==> src/shared/i2c_slave_defs.vh <==
// constants for the two-wire slave command and status block
`ifndef I2C_SLAVE_DEFS_VH
`define I2C_SLAVE_DEFS_VH
// register indexes, byte address is four times the index
`define IDX_ADDRESS 8'h7C
`define IDX_STATUS 8'h7D
`define IDX_COMMAND 8'h7E
`define IDX_CONTROL 8'h7F
`define IDX_DATA 8'h80
// reset values
`define RST_BYTE 8'h00
`define RST_WORD 32'h0000_0000
// slave_status_register bit positions
`define ST_DIF 7
`define ST_ASIF 6
`define ST_COLL 3
`define ST_BERR 2
// slave_command_ack_register fields
`define CMD_ACK 2
`define CMD_FIN 2'h2
`define CMD_CONT 2'h3
`define CMD_LO 1
// slave_control_a bit positions, reserved bit 6 masked
`define CTL_ASIE 4
`define CTL_EN 3
`define CTL_PME 1
`define CTL_SME 0
`define CTL_MASK 8'hBF
// general call address
`define GC_ADDR 7'h00
// bit counts
`define BIT_ZERO 4'h0
`define BIT_ONE 4'h1
`define BIT_LAST_TX 4'h7
`define BITS_BYTE 4'h8
`define BIT_FRAME_LAST 4'h8
`endif
==> src/design/i2c_slave_command_status.v <==
// two-wire slave: address match, command, status and clock hold
//
// Contract
// - ack_action 0 sends ACK, 1 sends NACK
// - trigger by command write, data write, or data read in smart mode
// - flag clear after address also triggers
// - command 00 nothing, 01 reserved
// - command 10 acks if writing, then waits START
// - command 11 on address: ack, then continue
// - command 11 on data: ack when receiving
// - command 10 or 11 write releases SCL, clears flags
// - new ack_action applies before command
// - command bits and upper bits read zero
// - data flag set per byte, holds SCL
// - address flag on match or data-byte collision
// - STOP sets address flag when enabled
// - clock hold shows slave holding SCL
// - received_ack_bit holds last master ack
// - collision stops driving, START clears
// - bus error when bits not nine-multiple
// - direction taken from address byte
// - cause bit: 0 STOP, 1 address
// - match upper seven bits, general call
// - ten-bit first byte matched in hardware; code matches seven-bit addresses only
// - promiscuous mode accepts every address
// - data register access clears flags
// - bus traffic only while enabled; a flag left set at disable still holds SCL
`timescale 1ns/1ps
`include "i2c_slave_defs.vh"

module i2c_slave_command_status (
  input wire mclk_in,
  input wire rstn_in,
  input wire [9:0] address_in,
  input wire read_in,
  input wire write_in,
  input wire [31:0] writedata_in,
  input wire [3:0] byteenable_in,
  output reg [31:0] readdata_out,
  output wire waitrequest_out,
  input wire scl_in,
  output wire scl_out,
  output wire scl_oe_out,
  input wire sda_in,
  output wire sda_out,
  output wire sda_oe_out
);

  ////////////////////////////////////////////////////////////////////
  // states
  localparam [3:0] S_IDLE = 4'h0;
  localparam [3:0] S_ADDR = 4'h1;
  localparam [3:0] S_HADDR = 4'h2;
  localparam [3:0] S_ACK = 4'h3;
  localparam [3:0] S_RX = 4'h4;
  localparam [3:0] S_HRX = 4'h5;
  localparam [3:0] S_TX = 4'h6;
  localparam [3:0] S_TXACK = 4'h7;
  localparam [3:0] S_HTX = 4'h8;

  // software registers
  reg [7:0] own_address_field; // own address, bit 0 general call
  reg [7:0] slave_control_a; // enables and modes
  reg ack_action; // 0 ack, 1 nack
  // status bits
  reg data_irq_flag;
  reg addr_stop_irq_flag;
  reg clock_hold_flag;
  reg received_ack_bit;
  reg collision_flag;
  reg bus_error_flag;
  reg transfer_direction_flag;
  reg addr_or_stop_cause;
  reg [7:0] slave_data_register; // received or to-send byte
  // bus-side state
  reg [3:0] state;
  reg [3:0] bitn; // bits of current byte
  reg [3:0] mod9; // bits since start, modulo nine
  reg in_frame; // a START has been seen
  reg any_bits; // at least one clock since START
  reg skip_fall; // next SCL fall only closes the START
  reg [7:0] shift; // serial shifter
  reg sda_drv; // pulling SDA low
  reg ack_nack; // pending ack is a nack
  reg [3:0] after_ack; // state after the ack bit
  reg done; // avalon answer phase
  // synchronisers
  reg scl_m;
  reg scl_s;
  reg scl_d;
  reg sda_m;
  reg sda_s;
  reg sda_d;

  ////////////////////////////////////////////////////////////////////
  // pin synchronisers, first stage read only by second
  always @(posedge mclk_in or negedge rstn_in) begin
    if (!rstn_in) begin
      scl_m <= 1'b1;
      scl_s <= 1'b1;
      scl_d <= 1'b1;
      sda_m <= 1'b1;
      sda_s <= 1'b1;
      sda_d <= 1'b1;
    end else begin
      scl_m <= scl_in;
      scl_s <= scl_m;
      scl_d <= scl_s;
      sda_m <= sda_in;
      sda_s <= sda_m;
      sda_d <= sda_s;
    end
  end

  // bus line events
  wire scl_rise = scl_s & ~scl_d;
  wire scl_fall = ~scl_s & scl_d;
  wire start_det = scl_s & scl_d & sda_d & ~sda_s;
  wire stop_det = scl_s & scl_d & ~sda_d & sda_s;

  // open drain: value always low, enable pulls
  assign scl_out = 1'b0;
  assign sda_out = 1'b0;
  assign scl_oe_out = data_irq_flag | addr_stop_irq_flag;
  assign sda_oe_out = sda_drv;

  ////////////////////////////////////////////////////////////////////
  // avalon slave: one wait cycle, then the access is taken
  wire req = read_in | write_in;
  wire acc = req & done;
  wire wr = acc & write_in & byteenable_in[0];
  wire rd = acc & read_in;
  assign waitrequest_out = req & ~done;

  wire [7:0] idx = address_in[9:2];
  wire sel_adr = (idx == `IDX_ADDRESS);
  wire sel_st = (idx == `IDX_STATUS);
  wire sel_cmd = (idx == `IDX_COMMAND);
  wire sel_ctl = (idx == `IDX_CONTROL);
  wire sel_dat = (idx == `IDX_DATA);

  // control fields
  wire en = slave_control_a[`CTL_EN];
  wire asie = slave_control_a[`CTL_ASIE];
  wire pme = slave_control_a[`CTL_PME];
  wire sme = slave_control_a[`CTL_SME];

  // command decode
  wire wr_cmd = wr & sel_cmd;
  wire [1:0] cmd = writedata_in[`CMD_LO:0];
  wire cmd_valid = wr_cmd & cmd[1];
  wire cmd_fin = cmd_valid & (cmd == `CMD_FIN);
  wire cmd_cont = cmd_valid & (cmd == `CMD_CONT);
  // new ack value used by same write
  wire ack_use = wr_cmd ? writedata_in[`CMD_ACK] : ack_action;
  // data register writes and accesses count only while the clock is held; reads always return it
  wire dat_wr = wr & sel_dat & clock_hold_flag;
  wire dat_rd = rd & sel_dat & clock_hold_flag;
  wire dat_acc = dat_wr | dat_rd;
  // write-one clears of status
  wire w1_st = wr & sel_st;
  wire clr_dif = w1_st & writedata_in[`ST_DIF];
  wire clr_asif = w1_st & writedata_in[`ST_ASIF];
  // valid command or data access clears both
  wire clr_both = cmd_valid | dat_acc;

  wire own_hit = (shift[7:1] == own_address_field[7:1]);
  wire gc_hit = own_address_field[0] & (shift[7:1] == `GC_ADDR);
  wire addr_match = pme | own_hit | gc_hit;

  ////////////////////////////////////////////////////////////////////
  // answer phase and read data
  always @(posedge mclk_in or negedge rstn_in) begin
    if (!rstn_in) begin
      done <= 1'b0;
      readdata_out <= `RST_WORD;
    end else begin
      done <= req & ~done;
      // read data captured in the wait cycle, stands at the take edge
      if (req & ~done) begin
        readdata_out <= `RST_WORD;
        if (sel_adr)
          readdata_out[7:0] <= own_address_field;
        else if (sel_st)
          readdata_out[7:0] <= {data_irq_flag, addr_stop_irq_flag,
            clock_hold_flag, received_ack_bit, collision_flag,
            bus_error_flag, transfer_direction_flag, addr_or_stop_cause};
        // command bits strobed, read as zero
        else if (sel_cmd)
          readdata_out[`CMD_ACK] <= ack_action;
        else if (sel_ctl)
          readdata_out[7:0] <= slave_control_a;
        else if (sel_dat)
          readdata_out[7:0] <= slave_data_register;
      end
    end
  end

  ////////////////////////////////////////////////////////////////////
  // plain software registers
  always @(posedge mclk_in or negedge rstn_in) begin
    if (!rstn_in) begin
      own_address_field <= `RST_BYTE;
      slave_control_a <= `RST_BYTE;
      ack_action <= 1'b0;
    end else begin
      if (wr & sel_adr)
        own_address_field <= writedata_in[7:0];
      if (wr & sel_ctl)
        slave_control_a <= writedata_in[7:0] & `CTL_MASK;
      // stored in same write as command
      if (wr_cmd)
        ack_action <= writedata_in[`CMD_ACK];
    end
  end

  // starts the acknowledge bit while SCL is still held low
  task begin_ack;
    input nack;
    input [3:0] nxt;
    begin
      // drive low for ack, release for nack
      sda_drv <= ~nack;
      ack_nack <= nack;
      after_ack <= nxt;
      state <= S_ACK;
    end
  endtask

  ////////////////////////////////////////////////////////////////////
  // flags and bus sequencer; later sets win over clears
  always @(posedge mclk_in or negedge rstn_in) begin
    if (!rstn_in) begin
      data_irq_flag <= 1'b0;
      addr_stop_irq_flag <= 1'b0;
      clock_hold_flag <= 1'b0;
      received_ack_bit <= 1'b0;
      collision_flag <= 1'b0;
      bus_error_flag <= 1'b0;
      transfer_direction_flag <= 1'b0;
      addr_or_stop_cause <= 1'b0;
      slave_data_register <= `RST_BYTE;
      state <= S_IDLE;
      bitn <= `BIT_ZERO;
      mod9 <= `BIT_ZERO;
      in_frame <= 1'b0;
      any_bits <= 1'b0;
      skip_fall <= 1'b0;
      shift <= `RST_BYTE;
      sda_drv <= 1'b0;
      ack_nack <= 1'b0;
      after_ack <= S_IDLE;
    end else begin
      // hold follows flags, one cycle behind
      clock_hold_flag <= data_irq_flag | addr_stop_irq_flag;
      if (clr_dif | clr_both)
        data_irq_flag <= 1'b0;
      if (clr_asif | clr_both)
        addr_stop_irq_flag <= 1'b0;
      if (w1_st & writedata_in[`ST_COLL])
        collision_flag <= 1'b0;
      if (w1_st & writedata_in[`ST_BERR])
        bus_error_flag <= 1'b0;
      // software load of the transmit byte
      if (dat_wr)
        slave_data_register <= writedata_in[7:0];

      if (!en) begin
        state <= S_IDLE;
        sda_drv <= 1'b0;
        in_frame <= 1'b0;
      end else if (start_det) begin
        // repeated start off a byte boundary
        if (in_frame & (mod9 != `BIT_ZERO))
          bus_error_flag <= 1'b1;
        collision_flag <= 1'b0;
        in_frame <= 1'b1;
        any_bits <= 1'b0;
        skip_fall <= 1'b1;
        mod9 <= `BIT_ZERO;
        bitn <= `BIT_ZERO;
        sda_drv <= 1'b0;
        state <= S_ADDR;
      end else if (stop_det) begin
        // stop off a boundary, or right after start
        if (in_frame & ((mod9 != `BIT_ZERO) | ~any_bits))
          bus_error_flag <= 1'b1;
        if (asie) begin
          addr_stop_irq_flag <= 1'b1;
          addr_or_stop_cause <= 1'b0;
        end
        in_frame <= 1'b0;
        sda_drv <= 1'b0;
        state <= S_IDLE;
      end else begin
        // count bits modulo nine at SCL fall: the rise ahead of a
        // STOP or repeated START never falls, so it is not a bit
        if (scl_fall & in_frame & skip_fall)
          skip_fall <= 1'b0;
        else if (scl_fall & in_frame) begin
          any_bits <= 1'b1;
          if (mod9 == `BIT_FRAME_LAST)
            mod9 <= `BIT_ZERO;
          else
            mod9 <= mod9 + `BIT_ONE;
        end
        case (state)
          S_IDLE: begin
            sda_drv <= 1'b0;
          end
          // address byte, msb first
          S_ADDR: begin
            if (scl_rise) begin
              shift <= {shift[6:0], sda_s};
              bitn <= bitn + `BIT_ONE;
            end else if (scl_fall & (bitn == `BITS_BYTE)) begin
              bitn <= `BIT_ZERO;
              if (addr_match) begin
                addr_stop_irq_flag <= 1'b1;
                addr_or_stop_cause <= 1'b1;
                transfer_direction_flag <= shift[0];
                state <= S_HADDR;
              end else begin
                state <= S_IDLE;
              end
            end
          end
          // address held, waiting for software
          S_HADDR: begin
            if (cmd_cont | clr_asif) begin
              if (transfer_direction_flag)
                begin_ack(ack_use, S_HTX);
              else
                begin_ack(ack_use, S_RX);
            end else if (cmd_fin) begin
              if (!transfer_direction_flag)
                begin_ack(ack_use, S_IDLE);
              else
                state <= S_IDLE;
            end
          end
          // ninth bit driven by the slave
          S_ACK: begin
            if (scl_rise & ack_nack & ~sda_s) begin
              collision_flag <= 1'b1;
              sda_drv <= 1'b0;
              state <= S_IDLE;
            end else if (scl_fall) begin
              sda_drv <= 1'b0;
              bitn <= `BIT_ZERO;
              if (ack_nack)
                state <= S_IDLE;
              else if (after_ack == S_HTX) begin
                data_irq_flag <= 1'b1;
                state <= S_HTX;
              end else
                state <= after_ack;
            end
          end
          // data byte from master
          S_RX: begin
            if (scl_rise) begin
              shift <= {shift[6:0], sda_s};
              bitn <= bitn + `BIT_ONE;
            end else if (scl_fall & (bitn == `BITS_BYTE)) begin
              slave_data_register <= shift;
              data_irq_flag <= 1'b1;
              bitn <= `BIT_ZERO;
              state <= S_HRX;
            end
          end
          // received byte held, waiting for software
          S_HRX: begin
            if (cmd_cont | (sme & dat_rd))
              begin_ack(ack_use, S_RX);
            else if (cmd_fin)
              begin_ack(ack_use, S_IDLE);
          end
          // transmit hold, waiting for data
          S_HTX: begin
            // read direction: just wait for start
            if (cmd_fin)
              state <= S_IDLE;
            // release starts the next byte, no ack of ours
            else if (cmd_cont | clr_dif | dat_wr) begin
              shift <= dat_wr ? writedata_in[7:0] : slave_data_register;
              sda_drv <= dat_wr ? ~writedata_in[7] : ~slave_data_register[7];
              bitn <= `BIT_ZERO;
              state <= S_TX;
            end
          end
          // data byte to master
          S_TX: begin
            if (scl_rise & shift[7] & ~sda_s) begin
              collision_flag <= 1'b1;
              addr_stop_irq_flag <= 1'b1;
              sda_drv <= 1'b0;
              state <= S_IDLE;
            end else if (scl_fall) begin
              bitn <= bitn + `BIT_ONE;
              if (bitn == `BIT_LAST_TX) begin
                sda_drv <= 1'b0;
                state <= S_TXACK;
              end else begin
                shift <= {shift[6:0], 1'b0};
                sda_drv <= ~shift[6];
              end
            end
          end
          // master acknowledge of our byte
          S_TXACK: begin
            if (scl_rise)
              received_ack_bit <= sda_s;
            else if (scl_fall) begin
              data_irq_flag <= 1'b1;
              state <= S_HTX;
            end
          end
          default: begin
            sda_drv <= 1'b0;
            state <= S_IDLE;
          end
        endcase
      end
    end
  end

endmodule // i2c_slave_command_status

==> config.mk <==
export PLATFORM = sky130hd
export DESIGN_NAME = i2c_slave_command_status
export DESIGN_NICKNAME = d
export VERILOG_FILES = /design/src/design/i2c_slave_command_status.v
export VERILOG_INCLUDE_DIRS = /design/src /design/src/shared
export SDC_FILE = /design/constraint.sdc
export NUM_CORES = 1
export LEC_CHECK = 0
export BUFFER_PORTS_ARGS = -buffer_cell sky130_fd_sc_hd__buf_2
export CAP_MARGIN = 20
export CORE_ASPECT_RATIO = 2
export CORE_UTILIZATION = 45
export DETAILED_ROUTE_END_ITERATION = 10
export PLACE_DENSITY_LB_ADDON = 0.2
export SYNTH_ARGS = -nofsm -noshare
export SYNTH_HDL_FRONTEND = slang
export SYNTH_SLANG_ARGS = --single-unit
==> constraint.sdc <==
create_clock -name mclk_in -period 3.32 [get_ports mclk_in]
set_input_delay 0 -clock mclk_in [delete_from_list [all_inputs] [get_ports mclk_in]]
set_output_delay 0 -clock mclk_in [all_outputs]
set_load 0.01 [all_outputs]
== Word level (Yosys, flattened, before mapping) ==
Index checks and enable logic that the tools add are counted.
W data, S select, Z words.

* Output and inout port bits: 37
* Logic and storage cells: 322
* Input port bits: 52
* Bits in registers: 76

* Equality and inequality tests: 58
* Add/sub/neg operators: 2
* Reductions and logical operators: 23
* Muxes and demuxes: 145
* Bitwise gates (word level): 64

{| class="wikitable"
|+ Operators with widths
! kind !! count
|-
| $mux W4 || 43
|-
| $mux W8 || 17
|-
| $mux W1 || 72
|-
| $ne A6 B6 Y1 const B || 7
|-
| $ne A5 B5 Y1 const B || 8
|-
| $and A1 B1 Y1 || 38
|-
| $pmux W4 S9 || 1
|-
| $eq A8 B7 Y1 const B || 4
|-
| $ne A3 B3 Y1 const B || 9
|-
| $pmux W8 S3 || 1
|-
| $reduce_and A7 Y1 || 3
|-
| $eq A4 B3 Y1 const B || 5
|-
| $reduce_and A10 Y1 || 2
|-
| $eq A4 B4 Y1 const B || 4
|-
| $ne A2 B2 Y1 const B || 8
|-
| $pmux W4 S4 || 1
|-
| $not A1 Y1 || 13
|-
| $or A1 B1 Y1 || 13
|-
| $reduce_and A13 Y1 || 1
|-
| $reduce_bool A2 Y1 || 6
|-
| $add A4 B1 Y4 const B || 2
|-
| $eq A4 B2 Y1 const B || 2
|-
| $eq A8 B8 Y1 const B || 1
|-
| $pmux W4 S2 || 1
|-
| 24 further kinds || 30
|}

== Longest topological paths before layout ==
* Word-level depth: 18
* Gate-level depth with buffers: 8
* Gate-level depth less buffers: 8

== Worst setup path after synthesis ==
Ideal clock, no wire load.

* Path type: register -> register
* Start: reg sda_s
* End: reg shift[7]
* Clock period less this slack: 2251 ps
* Required time: 3195 ps
* Buffers on the path: 1
* Library setup time: 125 ps
* Cell stages (with the launch flop): 8
* Slack: 1069 ps
* Arrival time: 2126 ps
* Cell sequence: dfstp_2 clkbuf_1 xnor2_1 o21ai_2 a21oi_1 o21ai_0 a211oi_4 mux2_2

* Longest elaborated chain between the ends: 4
* Elaborated cells between the ends (all ways): 8
* Those cells by class: eq/ne: 1; bitwise: 6; reduce/logical: 1

{| class="wikitable"
|+ RTL lines
! element !! line !! RTL
|-
| start, declared || i2c_slave_command_status.v:92 || <nowiki>reg sda_s;</nowiki>
|-
| start signal, assigned || i2c_slave_command_status.v:110 || <nowiki>sda_s <= sda_m;</nowiki>
|-
| $not A1 Y1 || i2c_slave_command_status.v:118, i2c_slave_command_status.v:394 ||
|-
| $and A1 B1 Y1, on equally long branches || i2c_slave_command_status.v:394, i2c_slave_command_status.v:118 ||
|-
| $ne A2 B2 Y1 (no line) or $not A1 Y1 (tied branches) || -- ||
|-
| $reduce_and A10 Y1 (no line) * || -- ||
|-
| end signal, assigned || i2c_slave_command_status.v:363 || <nowiki>shift <= {shift[6:0], sda_s};</nowiki>
|-
| end signal, assigned || i2c_slave_command_status.v:386 || <nowiki>shift <= dat_wr ? writedata_in[7:0] : slave_data_register;</nowiki>
|-
| end signal, assigned || i2c_slave_command_status.v:405 || <nowiki>shift <= {shift[6:0], 1'b0};</nowiki>
|-
| end, declared || i2c_slave_command_status.v:82 || <nowiki>reg [7:0] shift;</nowiki>
|}

Every way passes the cells marked *; elsewhere a longest branch is shown, timed or not.
A chain may end at the register's enable or synchronous reset.

== Worst setup path in the final report ==
* Start: reg state[0]
* End: reg shift[7]

* Longest elaborated chain between the ends: 4
* Elaborated cells between the ends (all ways): 14
* Those cells by class: eq/ne: 10; mux: 1; reduce/logical: 3

{| class="wikitable"
|+ RTL lines
! element !! line !! RTL
|-
| start, declared || i2c_slave_command_status.v:76 || <nowiki>reg [3:0] state;</nowiki>
|-
| start signal, assigned || i2c_slave_command_status.v:357 || <nowiki>state <= after_ack;</nowiki>
|-
| $eq A4 B3 Y1 or $eq A4 B1 Y1 (tied branches) || i2c_slave_command_status.v:307 || <nowiki>case (state)</nowiki>
|-
| $reduce_or A2 Y1 (no line) || -- ||
|-
| $ne A2 B1 Y1 (no line) or $reduce_bool A3 Y1 (tied branches) || -- ||
|-
| $reduce_and A10 Y1 (no line) || -- ||
|-
| end signal, assigned || i2c_slave_command_status.v:314 || <nowiki>shift <= {shift[6:0], sda_s};</nowiki>
|-
| end signal, assigned || i2c_slave_command_status.v:363 ||
|-
| end signal, assigned || i2c_slave_command_status.v:386 ||
|}

Parallel ways exist; a longest one is shown, timed or not.

==> results.cfg <==
[outcome]
outcome = complete, no violations

[worst_setup_path]
r2r_slack_ps = 690
critPathMaxFanout = 14
r2r_cells = 6
worstPathArrival_ps = 2850
required_ps = 3540
endpoint_kind = register
path_class = register to register
cp-start-kind = register

[synth]
synth_area_leaders = dfrtp_1 38%, mux2_2 6.3%, buf_4 4.3%
syn_area_mm2 = 0.00450
synth-edff-count = 0
synth_flop_cell = dfrtp_1
ys_seq_elements = 74
ys_seq_area_frac = 0.413
synth_cell_types = 76
yosysTopAreaCell = dfrtp_1
synth_top_area_frac = 0.378
async_flop_share = 1.00
synth_warnings = 0
syn-instance-count = 459
syn_area_per_cell_um2 = 9.81

[global_route]
gr-usage-met1 = 0.244
busiest_layer = met2
grt_antenna_before_repair = 0
grt_pass1_wl_mm = 20.1
grtUsageMet2 = 0.492
grt_pass1_vias = 3746
gr-usage-all-layers = 0.267
grt_max_degree = 75
grt_use_met3 = 0.0456
grt_overflow_total = 0

[floorplan]
io_pins = 89
dieArea_mm2 = 0.0104
die_h_um = 143
die_w_um = 72.7
rows = 51
initial_core_util = 0.464
core_mm2 = 0.00970

[clock_network]
cts_max_path_buffers = 2
cts_sinks = 74
clock_latency_ps = 340
cts_root_buf = clkbuf_16
tritoncts = yes
cts_resized = 0
htree_levels = 3
clkSlewWorstSetupHoldPaths_ps = 60
numCtsBuffers = 9
post-cts-setup-buffers = 0

[routing]
drt_iter0_markers = 287
drc_errors = 0
drtAntennaViolNets = 0
wl_mm = 13.0
first_pass_iters = 7
routedWlPerCell_um = 20.4
num_vias = 3691
vias_per_cell = 5.81

[pwr]
p_int_mw = 2.05
power_density_mw_per_mm2 = 569
p_total_mw = 2.89
combPwrFrac = 0.196
swShare = 0.290
power.leakage_nw = 2.23
p_sw_mw = 0.840
clkPwrFrac = 0.418
pwr-share-seq = 0.386
ir_drop_v = 0.000280

[timing]
fin_crit_sh = 0.791
finClkSkew_ps = 10.5
max_freq_ghz = 0.381
min_period_ps = 2630
tns_ps = 0
worst_slack_ps = 694
fin_hold_ws_ps = 12.6
slew_headroom = 0.357
setup_viol = 0
slew_violations = 0
finalHoldViolations = 0
worst_pin_slew_ps = 965
rsz0062_at_grt = no

[final_layout]
antenna_cells = 0
fin_area_mm2 = 0.00508
final_util = 0.524
final_common_cell = dfrtp_1
syn_to_final_growth_pct = 12.9
mostFrequentLayoutCells = 68 x dfrtp_1, 41 x nand2_1, 33 x nor2_1, 32 x a21oi_1, 32 x buf_2
fin_cells = 635
layout-drive-gt1-share = 0.219
num-nets-final = 554

[run]
drv_cap = 0

[placed_design]
dp_hpwl_mm = 10.0
dp_slack_ps = 747
dpl.cell_count = 612
place_congestion = 0.933
port_buffers = 33
postPlaceCellArea_mm2 = 0.00465

[min_path]
hold_depth = 2
hold_class = primary input to register
logic make-up (layout without fill, tap and decap cells):
group	after synthesis	in the layout	synth area share
muxes	41	41	0.102
buffers and inverters	63	82	0.0914
xor gates and xnor gates	9	9	0.0175
other	1	26	0.000833
DFF	74	74	0.413
and+or+nand+nor	155	155	0.192
adders and majority gates	4	4	0.0111
AOI/OAI and AO/OA	112	112	0.172
critical path: stages, from the launching register on:
cell	delay, ps
dfrtp_1	520
nor3_1	470
and2_1	450
nor2_1	100
and2_1	200
a211oi_4	390
mux2_2	390
synth_stat cells (5+ instances only):
master	instances
a21oi_1	32
a222oi_1	6
a22o_1	9
a31oi_1	5
and2_1	6
buf_4	26
clkbuf_1	10
dfrtp_1	68
dfstp_2	6
inv_1	18
mux2_1	5
mux2_2	25
mux2i_1	10
nand2_1	41
nand3_1	10
nand3b_1	6
nand4_1	5
nor2_1	33
nor2b_1	5
nor3_1	7
o21ai_0	26
o31ai_1	6
xnor2_1	5
state kept, by name, summed over array words and instances, names as in the netlist, 2 cells and up:
| signal | flops |
|---|---|
| own_address_field | 8 |
| readdata_out | 8 |
| shift | 8 |
| slave_data_register | 8 |
| slave_control_a | 7 |
| bitn | 4 |
| mod9 | 4 |
| state | 4 |
| after_ack | 2 |
path summary, 6_finish.rpt:
kind                                       to       startpoint
setup / recovery                     shift[7]         state[0]
hold / removal             slave_control_a[7]  writedata_in[7]
setup reg to reg                     shift[7]         state[0]
hold reg to reg                         scl_s            scl_m
max in group asynchronous            ack_nack          rstn_in
min in group asynchronous            state[2]          rstn_in
power by group through the flow:
stage | clock [mW] | combinational, mW | sequential, mW
3_3_place_gp | 0 | 0.540 | 1.12
5_1_grt | 1.26 | 0.632 | 1.13
4_1_cts | 1.22 | 0.569 | 1.12
3_5_place_dp | 0 | 0.560 | 1.13
2_1_floorplan | 0 | 0.460 | 1.07
6_report | 1.21 | 0.568 | 1.12
layer usage:
layer / part of all wire / vias to the layer above
met5: 0 / -
met4: 0.088 / 0
met3: 0.036 / 60
met2: 0.55 / 135
met1: 0.33 / 1790
li1: - / 1706
area by class of cell:
type	count	area, um^2
Multi-Input combinational cell	347	2330
Timing Repair Buffer	48	298
Inverter	18	67.6
Clock buffer	10	229
Clock inverter	6	138
Sequential cell	74	1860
Tap cell	132	165
Fill cell	917	4620
repair_timing:
item	4_1_cts	5_1_grt
hold buffers	7	0
endpoints found under the hold margin	77	0
setup endpoints to repair	0	0
Note: power is estimated with default switching activity, not from simulation.
